File: src/rtl/flash_cmd_pkg.sv
// Package: command codes, addresses, pin bundle and timing for the flash command host
package flash_cmd_pkg;

  localparam int unsigned ADDR_W = 26;
  localparam int unsigned DATA_W = 16;

  // Command data codes
  localparam logic [15:0] CODE_UNLOCK1   = 16'h00aa;
  localparam logic [15:0] CODE_UNLOCK2   = 16'h0055;
  localparam logic [15:0] CODE_CONFIRM   = 16'h0029;
  localparam logic [15:0] CODE_RESET     = 16'h00f0;
  localparam logic [15:0] CODE_SUSP_LEG  = 16'h00b0;
  localparam logic [15:0] CODE_RES_LEG   = 16'h0030;
  localparam logic [15:0] CODE_PSUSP_ENH = 16'h0051;
  localparam logic [15:0] CODE_PRES_ENH  = 16'h0050;
  localparam logic [15:0] CODE_EXIT1     = 16'h0090;
  localparam logic [15:0] CODE_EXIT2     = 16'h0000;
  localparam logic [15:0] CODE_STATUS    = 16'h0070;
  localparam logic [15:0] CODE_WBUF      = 16'h0025;
  localparam logic [15:0] CODE_ERASE1    = 16'h0080;
  localparam logic [15:0] CODE_SECT_ER   = 16'h0030;
  localparam logic [15:0] CODE_CHIP_ER   = 16'h0010;
  localparam logic [15:0] CODE_NVREG_PGM = 16'h00a0;

  // Word addresses of the unlock prefix, plus the don't-care address
  localparam logic [ADDR_W-1:0] ADDR_555 = 26'h0000555;
  localparam logic [ADDR_W-1:0] ADDR_2AA = 26'h00002aa;
  localparam logic [ADDR_W-1:0] ADDR_ANY = 26'h0000000;

  // Largest buffer load: in words when word-wide, in bytes when byte-wide (a full 512-byte load is refused)
  localparam int unsigned BUF_MAX_WORDS_X16 = 256;
  localparam int unsigned BUF_MAX_BYTES_X8  = 511;

  // Pin timing
  localparam int unsigned CLK_NS        = 20;
  localparam int unsigned WE_LOW_NS     = 35;
  localparam int unsigned WE_HIGH_NS    = 30;
  localparam int unsigned READ_ACC_NS   = 110;
  localparam int unsigned WE_LOW_CYC    = (WE_LOW_NS + CLK_NS - 1) / CLK_NS;
  localparam int unsigned WE_HIGH_CYC   = (WE_HIGH_NS + CLK_NS - 1) / CLK_NS;
  localparam int unsigned READ_ACC_CYC  = (READ_ACC_NS + CLK_NS - 1) / CLK_NS;
  localparam int unsigned CNT_W         = 4;

  // Host command opcodes
  typedef enum logic [3:0] {
    OP_BUF_PROGRAM,
    OP_ASO_EXIT,
    OP_SUSPEND_LEG,
    OP_RESUME_LEG,
    OP_PSUSPEND_ENH,
    OP_PRESUME_ENH,
    OP_BYPASS_EXIT,
    OP_SECTOR_ERASE,
    OP_CHIP_ERASE,
    OP_NVREG_WRITE,
    OP_STATUS_READ,
    OP_BUF_ABORT
  } op_t;

  // Bus pins toward the flash; data is a two-way pin
  typedef struct packed {
    logic [ADDR_W-1:0] addr;
    logic [DATA_W-1:0] dq_out;
    logic              dq_oe;
    logic              ce_n;
    logic              oe_n;
    logic              we_n;
  } flash_pins_t;

  typedef struct packed {
    logic [ADDR_W-1:0] addr;
    logic [DATA_W-1:0] data;
    logic              rd;
  } bus_cycle_t;

endpackage : flash_cmd_pkg

File: src/rtl/flash_bus_cycle.sv
// Single asynchronous bus cycle engine: one write or one read on the flash pins
module flash_bus_cycle
  import flash_cmd_pkg::*;
(
  input  wire logic              sys_clk,
  input  wire logic              nrst,
  input  wire logic              start,
  input  wire bus_cycle_t        cyc,
  input  wire logic [DATA_W-1:0] dq_in_sync,
  output flash_pins_t            pins,
  output logic                   done,
  output logic [DATA_W-1:0]      rd_data
);

  typedef enum logic [1:0] {CY_IDLE, CY_ACTIVE, CY_RECOVER} cy_state_t;

  cy_state_t         state_q, state_d;
  logic [CNT_W-1:0]  cnt_q, cnt_d;
  flash_pins_t       pins_d;
  bus_cycle_t        cyc_q;
  logic [DATA_W-1:0] rd_data_q;
  logic              done_q;

  // Read data is sampled two cycles late through the synchroniser, so the
  // strobe is held long enough to cover that extra latency.
  localparam logic [CNT_W-1:0] ACT_WR = CNT_W'(WE_LOW_CYC);
  localparam logic [CNT_W-1:0] ACT_RD = CNT_W'(READ_ACC_CYC + 2);
  localparam logic [CNT_W-1:0] REC    = CNT_W'(WE_HIGH_CYC);

  wire logic cnt_zero = (cnt_q == '0);

  always_comb begin
    state_d = state_q;
    cnt_d   = cnt_zero ? cnt_q : cnt_q - 1'b1;
    pins_d  = pins;
    unique case (state_q)
      CY_IDLE: begin
        if (start) begin
          state_d       = CY_ACTIVE;
          cnt_d         = cyc.rd ? ACT_RD : ACT_WR;
          pins_d.addr   = cyc.addr;
          pins_d.dq_out = cyc.data;
          pins_d.dq_oe  = ~cyc.rd;
          pins_d.ce_n   = 1'b0;
          pins_d.we_n   = cyc.rd;
          pins_d.oe_n   = ~cyc.rd;
        end
      end
      CY_ACTIVE: begin
        if (cnt_zero) begin
          state_d     = CY_RECOVER;
          cnt_d       = REC;
          pins_d.we_n = 1'b1;
          pins_d.oe_n = 1'b1;
          pins_d.ce_n = 1'b1;
        end
      end
      CY_RECOVER: begin
        if (cnt_zero) begin
          state_d      = CY_IDLE;
          pins_d.dq_oe = 1'b0;
        end
      end
    endcase
  end

  always_ff @(posedge sys_clk or negedge nrst) begin
    if (!nrst) begin
      state_q   <= CY_IDLE;
      cnt_q     <= '0;
      pins      <= '{addr: '0, dq_out: '0, dq_oe: 1'b0, ce_n: 1'b1, oe_n: 1'b1, we_n: 1'b1};
      cyc_q     <= '0;
      rd_data_q <= '0;
      done_q    <= 1'b0;
    end else begin
      state_q <= state_d;
      cnt_q   <= cnt_d;
      pins    <= pins_d;
      done_q  <= (state_q == CY_RECOVER) && cnt_zero;
      if (start && state_q == CY_IDLE) begin
        cyc_q <= cyc;
      end
      if (state_q == CY_ACTIVE && cnt_zero && cyc_q.rd) begin
        rd_data_q <= dq_in_sync;
      end
    end
  end

  assign done    = done_q;
  assign rd_data = rd_data_q;

endmodule : flash_bus_cycle

File: src/rtl/flash_cmd_host.sv
// Host controller that issues flash command sequences over the parallel pins
module flash_cmd_host
  import flash_cmd_pkg::*;
#(
  parameter int unsigned BUF_WORDS = BUF_MAX_WORDS_X16
)(
  input  wire logic              sys_clk,
  input  wire logic              nrst,
  // User command port
  input  wire logic              cmd_valid,
  input  wire op_t               cmd_op,
  input  wire logic [ADDR_W-1:0] cmd_addr,
  input  wire logic [DATA_W-1:0] cmd_data,
  input  wire logic [8:0]        cmd_count,
  input  wire logic              byte_mode,
  input  wire logic              in_bypass,
  output logic                   cmd_ready,
  input  wire logic              wdata_valid,
  input  wire logic [DATA_W-1:0] wdata,
  output logic                   wdata_ready,
  output logic                   cmd_done,
  output logic                   cmd_error,
  output logic [DATA_W-1:0]      status_data,
  // Flash pins
  output logic [ADDR_W-1:0]      flash_addr,
  output logic [DATA_W-1:0]      flash_dq_out,
  output logic                   flash_dq_oe,
  input  wire logic [DATA_W-1:0] flash_dq_in,
  output logic                   flash_ce_n,
  output logic                   flash_oe_n,
  output logic                   flash_we_n
);

  // ----------------------------------------------------------------
  // Sequencer state
  // ----------------------------------------------------------------
  typedef enum logic [2:0] {
    S_IDLE, S_ISSUE, S_WAIT, S_DONE
  } seq_state_t;

  seq_state_t        state_q, state_d;
  op_t               op_q;
  logic [ADDR_W-1:0] addr_q;
  logic [DATA_W-1:0] data_q;
  logic [8:0]        count_q;
  logic [8:0]        nwords_q;
  logic [3:0]        step_q;
  logic              last_q;
  logic              cmd_done_q, cmd_error_q, cmd_ready_q, wdata_ready_q;
  logic [DATA_W-1:0] status_q;
  logic [DATA_W-1:0] dq_meta_q, dq_sync_q;

  bus_cycle_t        cyc;
  logic              cyc_last, cyc_wdata;
  flash_pins_t       pins;
  logic              cyc_done;
  logic [DATA_W-1:0] cyc_rd_data;

  // ----------------------------------------------------------------
  // Input synchroniser for the data pins
  // ----------------------------------------------------------------
  always_ff @(posedge sys_clk or negedge nrst) begin
    if (!nrst) begin
      dq_meta_q <= '0;
      dq_sync_q <= '0;
    end else begin
      dq_meta_q <= flash_dq_in;
      dq_sync_q <= dq_meta_q;
    end
  end

  // ----------------------------------------------------------------
  // Command table: bus cycle for each step of each command
  // ----------------------------------------------------------------
  function automatic bus_cycle_t wr(input logic [ADDR_W-1:0] a, input logic [15:0] d);
    wr = '{addr: a, data: d, rd: 1'b0};
  endfunction : wr

  // Steps 0 and 1 of buffer program, buffer abort and erase are the unlock prefix unless in bypass mode
  wire logic use_prefix = ~in_bypass;
  wire logic [3:0] s = step_q;
  wire logic       pre = use_prefix && (s < 4'd2);
  wire logic [3:0] t = use_prefix ? s - 4'd2 : s;
  wire bus_cycle_t prefix_cyc = (s == 4'd0) ? wr(ADDR_555, CODE_UNLOCK1)
                                            : wr(ADDR_2AA, CODE_UNLOCK2);
  // Buffer stream: t0 = 25 at sector, t1 = word count minus one, then data, then confirm
  wire logic [8:0] words_m1 = count_q - 9'd1;
  wire logic       in_data  = (t >= 4'd2) && (count_q != 9'd0);

  always_comb begin
    cyc       = wr(ADDR_ANY, CODE_RESET);
    cyc_last  = 1'b1;
    cyc_wdata = 1'b0;
    unique case (op_q)
      OP_BUF_PROGRAM: begin
        if (pre) begin
          cyc = prefix_cyc;
          cyc_last = 1'b0;
        end else if (t == 4'd0) begin
          cyc = wr(addr_q, CODE_WBUF);
          cyc_last = 1'b0;
        end else if (t == 4'd1) begin
          cyc = wr(addr_q, {7'h00, words_m1});
          cyc_last = 1'b0;
        end else if (in_data) begin
          // Words land at the sector base upward, in stream order
          cyc = wr(addr_q + ADDR_W'(nwords_q - count_q), wdata);
          cyc_last = 1'b0;
          cyc_wdata = 1'b1;
        end else begin
          cyc = wr(addr_q, CODE_CONFIRM);
        end
      end
      OP_BUF_ABORT: begin
        cyc = pre ? prefix_cyc : wr(ADDR_555, CODE_RESET);
        cyc_last = ~pre;
      end
      OP_ASO_EXIT:     cyc = wr(ADDR_ANY, CODE_RESET);
      OP_SUSPEND_LEG:  cyc = wr(ADDR_ANY, CODE_SUSP_LEG);
      OP_RESUME_LEG:   cyc = wr(ADDR_ANY, CODE_RES_LEG);
      OP_PSUSPEND_ENH: cyc = wr(ADDR_ANY, CODE_PSUSP_ENH);
      OP_PRESUME_ENH:  cyc = wr(ADDR_ANY, CODE_PRES_ENH);
      OP_BYPASS_EXIT: begin
        cyc = (s == 4'd0) ? wr(ADDR_ANY, CODE_EXIT1) : wr(ADDR_ANY, CODE_EXIT2);
        cyc_last = (s != 4'd0);
      end
      OP_SECTOR_ERASE, OP_CHIP_ERASE: begin
        // Erase sequence repeats the prefix after 80 unless in bypass mode; the device does the
        // pre-programming to 0000h itself, so the host ends after the last write and does not wait.
        cyc_last = 1'b0;
        if (pre) cyc = prefix_cyc;
        else if (t == 4'd0) cyc = wr(ADDR_555, CODE_ERASE1);
        else if (use_prefix && t == 4'd1) cyc = wr(ADDR_555, CODE_UNLOCK1);
        else if (use_prefix && t == 4'd2) cyc = wr(ADDR_2AA, CODE_UNLOCK2);
        else begin
          cyc = (op_q == OP_SECTOR_ERASE) ? wr(addr_q, CODE_SECT_ER)
                                          : wr(ADDR_555, CODE_CHIP_ER);
          cyc_last = 1'b1;
        end
      end
      OP_NVREG_WRITE: begin
        // One write per command: each one wears the whole register array
        cyc = (s == 4'd0) ? wr(ADDR_ANY, CODE_NVREG_PGM) : wr(addr_q, data_q);
        cyc_last = (s != 4'd0);
      end
      OP_STATUS_READ: begin
        cyc = (s == 4'd0) ? wr(ADDR_555, CODE_STATUS)
                          : '{addr: addr_q, data: '0, rd: 1'b1};
        cyc_last = (s != 4'd0);
      end
      default: cyc = wr(ADDR_ANY, CODE_RESET);
    endcase
  end

  // ----------------------------------------------------------------
  // Acceptance checks
  // ----------------------------------------------------------------
  wire logic buf_too_big = (cmd_op == OP_BUF_PROGRAM) &&
                           ((cmd_count == 9'd0) ||
                            (byte_mode ? ({1'b0, cmd_count} > 10'(BUF_MAX_BYTES_X8))
                                       : ({1'b0, cmd_count} > 10'(BUF_WORDS))));
  wire logic accept     = (state_q == S_IDLE) && cmd_valid;
  wire logic stall_data = cyc_wdata && !wdata_valid;
  wire logic issue      = (state_q == S_ISSUE) && !stall_data;

  always_comb begin
    state_d = state_q;
    unique case (state_q)
      S_IDLE:  if (accept && !buf_too_big) state_d = S_ISSUE;
      S_ISSUE: if (issue) state_d = S_WAIT;
      S_WAIT:  if (cyc_done) state_d = last_q ? S_DONE : S_ISSUE;
      S_DONE:  state_d = S_IDLE;
    endcase
  end

  // ----------------------------------------------------------------
  // Registers
  // ----------------------------------------------------------------
  always_ff @(posedge sys_clk or negedge nrst) begin
    if (!nrst) begin
      state_q       <= S_IDLE;
      op_q          <= OP_ASO_EXIT;
      addr_q        <= '0;
      data_q        <= '0;
      count_q       <= '0;
      nwords_q      <= '0;
      step_q        <= '0;
      last_q        <= 1'b0;
      cmd_done_q    <= 1'b0;
      cmd_error_q   <= 1'b0;
      cmd_ready_q   <= 1'b0;
      wdata_ready_q <= 1'b0;
      status_q      <= '0;
    end else begin
      state_q       <= state_d;
      cmd_done_q    <= (state_q == S_DONE) || (accept && buf_too_big);
      cmd_error_q   <= accept && buf_too_big;
      cmd_ready_q   <= (state_d == S_IDLE) && !(accept);
      wdata_ready_q <= 1'b0;
      if (accept) begin
        op_q    <= cmd_op;
        addr_q  <= cmd_addr;
        data_q  <= cmd_data;
        count_q <= cmd_count;
        nwords_q <= cmd_count;
        step_q  <= '0;
      end
      if (issue) begin
        last_q        <= cyc_last;
        step_q        <= step_q + ((cyc_wdata && count_q > 9'd1) ? 4'd0 : 4'd1);
        wdata_ready_q <= cyc_wdata;
        if (cyc_wdata) count_q <= count_q - 9'd1;
      end
      if (cyc_done && op_q == OP_STATUS_READ && last_q) status_q <= cyc_rd_data;
    end
  end

  flash_bus_cycle u_cycle (
    .sys_clk    (sys_clk),
    .nrst       (nrst),
    .start      (issue),
    .cyc        (cyc),
    .dq_in_sync (dq_sync_q),
    .pins       (pins),
    .done       (cyc_done),
    .rd_data    (cyc_rd_data)
  );

  assign cmd_ready    = cmd_ready_q;
  assign wdata_ready  = wdata_ready_q;
  assign cmd_done     = cmd_done_q;
  assign cmd_error    = cmd_error_q;
  assign status_data  = status_q;
  assign flash_addr   = pins.addr;
  assign flash_dq_out = pins.dq_out;
  assign flash_dq_oe  = pins.dq_oe;
  assign flash_ce_n   = pins.ce_n;
  assign flash_oe_n   = pins.oe_n;
  assign flash_we_n   = pins.we_n;

endmodule : flash_cmd_host

File: config.mk
export PLATFORM = sky130hd
export DESIGN_NAME = flash_cmd_host
export DESIGN_NICKNAME = d
export VERILOG_FILES = /design/src/rtl/flash_cmd_pkg.sv /design/src/rtl/flash_bus_cycle.sv /design/src/rtl/flash_cmd_host.sv
export SDC_FILE = /design/constraint.sdc
export NUM_CORES = 1
export LEC_CHECK = 0
export ABC_AREA = 1
export BUFFER_PORTS_ARGS = -buffer_cell sky130_fd_sc_hd__buf_2
export CORE_ASPECT_RATIO = 1.2
export CORE_MARGIN = 2
export CORE_UTILIZATION = 25
export CTS_CLUSTER_SIZE = 16
export DETAILED_ROUTE_END_ITERATION = 10
export PLACE_DENSITY = 0.47
export SYNTH_ARGS = -nofsm -noshare
export SYNTH_HDL_FRONTEND = slang
export SYNTH_SLANG_ARGS = --single-unit
export TNS_END_PERCENT = 20
File: constraint.sdc
create_clock -name sys_clk -period 3.5 [get_ports sys_clk]
set_input_delay 0.7 -clock sys_clk [delete_from_list [all_inputs] [get_ports sys_clk]]
set_output_delay 0.7 -clock sys_clk [all_outputs]
set_load 0.1 [all_outputs]
# ---- Word level (Yosys, flattened, before mapping)
# Index checks and enable logic that the tools add are counted.
dict set report totals {
  input_bits 93
  ff_bits 194
  word_cells 160
  out_inout_bits 66
}
dict set report op_classes {
  bitwise_logic 3
  order_cmp 4
  mux 57
  n_reduce_logical 44
  n_eq_ne 20
  n_addsub 6
}
# op n
set ops {}
lappend ops {{two-way mux 43 bit} 11}
lappend ops {{one-hot mux 43 bit (10 select lines)} 1}
lappend ops {{two-way mux 28 bit} 2}
lappend ops {{two-way mux 9 bit} 4}
lappend ops {{two-way mux 4 bit} 8}
lappend ops {{adder 26 bit} 1}
lappend ops {{zero test 4 bit} 5}
lappend ops {{logical AND 1 bit} 18}
lappend ops {{two-way mux 1 bit} 17}
lappend ops {{equality test 4 x 3 -> 1 bit (second input constant)} 4}
lappend ops {{equality test 4 bit (second input constant)} 4}
lappend ops {{equality test 4 x 2 -> 1 bit (second input constant)} 3}
lappend ops {{two-way mux 3 bit} 4}
lappend ops {{one-hot mux 3 bit (4 select lines)} 1}
lappend ops {{subtractor 9 x 9 -> 10 bit} 1}
lappend ops {{> comparator 9 x 1 -> 1 bit (second input constant)} 1}
lappend ops {{> comparator 9 bit (second input constant)} 1}
lappend ops {{zero test 9 bit} 1}
lappend ops {{AND reduction 3 bit} 3}
lappend ops {{nonzero test 9 bit} 1}
lappend ops {{subtractor 9 x 1 -> 9 bit (second input constant)} 1}
lappend ops {{two-way mux 2 bit} 4}
lappend ops {{one-hot mux 4 bit (2 select lines)} 1}
lappend ops {{equality test 3 x 2 -> 1 bit (second input constant)} 2}
lappend ops {{other kinds (24)} 35}

# ---- Longest topological paths before layout
dict set report depth {
  ltp_word 16
  ltp_mapped 26
  depth_no_buf 26
}

# ---- Cells and area by module
# Synthesis repeated with hierarchy kept, for this count alone.
dict set report unflattened {
  hier_cells 1562
  hier_area_um2 11598.6
}
# module seq_area_each_um2 area_each_um2 cells_each instances
set by_module_without_submodules {}
lappend by_module_without_submodules {flash_cmd_host 3104.2 8730.9 1234 1}
lappend by_module_without_submodules {flash_bus_cycle 1755.4 2867.8 328 1}

# ---- Worst setup path before layout
# OpenSTA, ideal clock, no wires.
dict set report synth_timing {
  path_type {reg-to-reg}
  from {register count_q[0]}
  to {register, netlist name u_cycle.pins[35]}
  synth_period_minus_slack_ns 3.324
  t_arrival_ns 3.204
  setup_time_ns 0.120
  required_ns 3.380
  path_buffers 0
  setup_slack_ns 0.176
  path_stages_with_launch 24
  cell_sequence {dfrtp_1 > ha_1 > fa_1 > o21ai_0 > a21oi_1 > o21bai_1 > nand2_1 > nand2_1 > a21oi_1 > xnor2_1 > ha_1 > nand2_1 > nand2_1 > a21oi_1 > nor2_1 > nor2_1 > nand2_1 > or2_2 > nand3_1 > nand2_1 > nand2_1 > nand2_1 > nand2_1 > nand2_1}
}
dict set report synth_between {
  elab_chain_cells 11
  elab_cells_between_ends 18
  classes_between {add/sub: 2; mux: 10; reduce/logical: 6}
}
# element line
set synth_rtl {}
lappend synth_rtl {{from (decl)} flash_cmd_host.sv:45} ;# logic [8:0] count_q;
lappend synth_rtl {{from (signal assigned)} flash_cmd_host.sv:204} ;# count_q <= cmd_count;
lappend synth_rtl {{from (signal assigned)} flash_cmd_host.sv:212} ;# if (cyc_wdata) count_q <= count_q - 9'd1;
lappend synth_rtl {{branches (longest 11 deep; another with adder 26 bit)} --}
# Several ways; the timed one is not identified.
# A chain may end at the register's enable or synchronous reset.

# ---- Final worst setup path
dict set report layout_timing {
  from {register count_q[0]}
  to {register, netlist name u_cycle.pins[35]}
}
dict set report layout_between {
  elab_chain_cells 11
  elab_cells_between_ends 18
  classes_between {add/sub: 2; mux: 10; reduce/logical: 6}
}
# element
set layout_rtl {}
lappend layout_rtl {{branches (longest 11 deep; another with adder 26 bit)}}
# Several ways; the timed one is not identified.

==> reports/results.txt <==
Max H-tree Level: 4
Die extent in x: 198.6 microns
Slew at the pin with the worst max-slew slack: 0.8035 ns
Fin nets: 1889
Gpl congestion: 0.8993
Clk root buf: clkbuf_16
GR peak layer: met2
Met3 Track Usage GR: 2.994%
IO Port Bufs: 158
Top delay family on crit path: simple AND/OR/NAND/NOR gates
Vias per Instance: 4.505
Via count of the first global-routing pass: 10.79k
Most used cell, CP: nand2_1
Die area: 0.04717 sq mm
Number of I/O pins: 159
Die Ht: 237.5 microns
Fin crit period: 3.346 ns
Slowest stage delay, CP: 0.41 ns
Clock transition at the registers of the reported paths: 0.08 ns
Initial DRC count: 593
Starting Density: 25.31%
Slowest CP cell: dfrtp_1
WP data arrival: 3.73 ns
Synth top area cells: dfrtp_1 42%, nand2_1 20%, inv_1 5.3%
Flop2flop setup slack: 0.15 ns
RSZ-0062 raised after global routing: true
Headroom to the max-slew limit: 46.44%
Worst path bufs/invs: 0
Worst-Skew Late Latency: 0.49 ns
Core Area: 0.04488 sq mm
Post-synth top area cell: dfrtp_1
CP Max Fanout: 4
FF+latch count, synth: 194
CP Cell Sequence: ha_4 > fa_2 > o21ai_2 > a21oi_1 > o21bai_1 > nand2_1 > nand2_1 > a21oi_1 > xnor2_1 > ha_1 > nand2_1 > nand2_2 > a21oi_4 > nor2_1 > nor2_1 > nand2_1 > or2_4 > nand3_2 > nand2_1 > nand2_1 > nand2_1 > nand2_1 > nand2_1
# rows: 85
WS Path Type: flip-flop to flip-flop
Total CTS buffers: 17
Fill count: 4965
Layout cells sized above 1: 19.01%
Synthesized Nets: 1693
Fin. Hold Viols: 0
Sequential-to-total area share from yosys stat: 42.78%
Post-synth EDFFs: 0
Drt first pass iters: 5
Hold_buf cts: 0
Post-DP HPWL: 30.64 mm
Post-synthesis cell type count: 51
Synth top cells by count: 595 x nand2_1, 190 x dfrtp_1, 161 x inv_1
Routed vias: 10.68k
Routed Antenna Nets: 0
Drt drc: 0
Critical Path Start Type: flip-flop
Largest net degree at the start of global routing: 91
First-pass GRT wire length: 62.25 mm
Layout area overhead: 23.47%
Ys flop type: dfrtp_1
GRT overflow: 0
Asr flop ratio synth: 100.0%
Syn Area/Cell: 7.315 sq um
Status: completed
Worst setup EP type: flip-flop
Grt met1 use: 21.40%
DRT Wirelength: 39.88 mm
WP data required: 3.88 ns
Final TNS setup: 0 ns
Tcrit/Tclk final: 95.61%
Netlist Area Pre-Place: 0.01136 sq mm
CTS tree: yes
Yosys warns: 0
Synth top area share: 41.85%
# setup viols final: 0
All-layer global routing usage: 17.53%
Routed length per instance: 16.82 microns
Grt met2 use: 30.71%
Fmax: 0.2988 GHz
CTS Sinks: 194
Clock Skew: 0.01275 ns
Max Cap Viol: 0
Ant diodes: 0
Top-count cell post-synth: nand2_1
Max Root-Sink Buffers: 2
Class of the worst hold path: input port to async pin
Initial antenna violation count: 1
Count of pins over their slew limit: 0
Post-synthesis instance total: 1553
what timing repair did:
| item | CTS | global route |
|---|---|---|
| setup buffers | 0 | 7 |
| gates resized for setup | 3 | 50 |
| pin swaps | 0 | 19 |
| endpoints found under the setup margin | 5 | 19 |
| endpoints found under the hold margin | 0 | 0 |
path summary, 6_finish.rpt:
| kind | from | to | depth (start not counted) |
|---|---|---|---|
| worst min-delay path | nrst | status_data[6] | 1 |
| min in group sys_clk | flash_dq_in[4] | dq_meta_q[4] | 1 |
| worst max register to register | count_q[0] | u_cycle.pins[35] | 23 |
| worst min register to register | dq_meta_q[7] | dq_sync_q[7] | 0 |
| max in group asynchronous | nrst | u_cycle.pins[1] | 2 |
| worst max-delay path | count_q[0] | u_cycle.pins[35] | 23 |
flip-flops by register name, summed over array words and instances, names as in the netlist, 9 cells and up:
| register | cells |
|---|---|
| addr_q | 26 |
| count_q | 9 |
| data_q | 16 |
| dq_meta_q | 16 |
| dq_sync_q | 16 |
| nwords_q | 9 |
| status_data | 16 |
| u_cycle.pins | 46 |
| u_cycle.rd_data | 16 |
placed cells by master, fill, tap and decap left out, types with 6 or more instances in the layout:
| master | Yosys | layout |
|---|---|---|
| a21oi_1 | 91 | 87 |
| a22o_1 | 6 | 6 |
| buf_2 | 6 | 157 |
| buf_4 | 4 | 56 |
| clkbuf_16 | 0 | 17 |
| dfrtp_1 | 190 | 190 |
| ha_1 | 45 | 36 |
| ha_4 | 0 | 8 |
| inv_1 | 161 | 157 |
| inv_2 | 5 | 9 |
| nand2_1 | 595 | 585 |
| nand2_2 | 3 | 13 |
| nand3_1 | 63 | 59 |
| nand3_2 | 3 | 6 |
| nand4_1 | 20 | 20 |
| nor2_1 | 127 | 120 |
| nor2_2 | 6 | 13 |
| nor3_1 | 10 | 8 |
| o211ai_1 | 7 | 7 |
| o21ai_0 | 91 | 87 |
| o21ai_1 | 6 | 9 |
| xnor2_1 | 9 | 9 |
| xor2_1 | 12 | 12 |
worst reg2reg max path, cell delays in order, from the launching register on:
cell and delay [ns]:
dfrtp_1 0.41, ha_4 0.18, fa_2 0.40, o21ai_2 0.14, a21oi_1 0.09, o21bai_1 0.17
nand2_1 0.07, nand2_1 0.06, a21oi_1 0.07, xnor2_1 0.20, ha_1 0.30, nand2_1 0.09
nand2_2 0.10, a21oi_4 0.19, nor2_1 0.07, nor2_1 0.09, nand2_1 0.08, or2_4 0.23
nand3_2 0.06, nand2_1 0.05, nand2_1 0.05, nand2_1 0.05, nand2_1 0.06, nand2_1 0.04
per-layer routing:
metal / up-vias / wire [microns]
met5: - / 11
met4: 2 / 1069
met3: 51 / 1377
met2: 231 / 20190
met1: 5047 / 17240
li1: 5350 / -
area by class of cell:
cell class / instances / area [sq um] / share of cell area (%)
timing repair buffer: 218 / 1291 / 9.206
tap: 609 / 762.0 / 5.433
multi-input combinational: 1151 / 5872 / 41.86
clock buffer: 18 / 439.2 / 3.131
inverter: 167 / 631.9 / 4.505
clock inverter: 14 / 170.2 / 1.213
sequential: 194 / 4860 / 34.65
logic make-up (layout without fill, tap and decap cells):
family / count (synthesis) / in the layout / synth area share (%)
and+or+nand+nor: 856 / 856 / 31.89
AOI/OAI and AO/OA: 227 / 227 / 10.89
DFF: 194 / 194 / 42.78
buffers and inverters: 208 / 417 / 7.512
adders and majority gates: 47 / 47 / 5.309
xor gates and xnor gates: 21 / 21 / 1.619
per-stage QoR:
step / instances / hold slack [ns] / util [%] / worst slack (ns) / instance area [sq um]
6_report: 2371 / 0.2467 / 31.25 / 0.1538 / 14030
2_1_floorplan: 1553 / 0.3312 / - / 0.1760 / 11360
3_3_place_gp: 2332 / 0.3332 / 29.27 / 0.04793 / 13140
5_1_grt: 2371 / 0.2830 / 31.25 / -0.07669 / 14030
4_1_cts: 2364 / 0.2726 / 30.65 / 0.0007110 / 13760
3_5_place_dp: 2332 / 0.3347 / 29.27 / -0.03653 / 13140
Power is not shown: default switching activity piles up to over one toggle a cycle in this logic, so the estimate is an artifact.
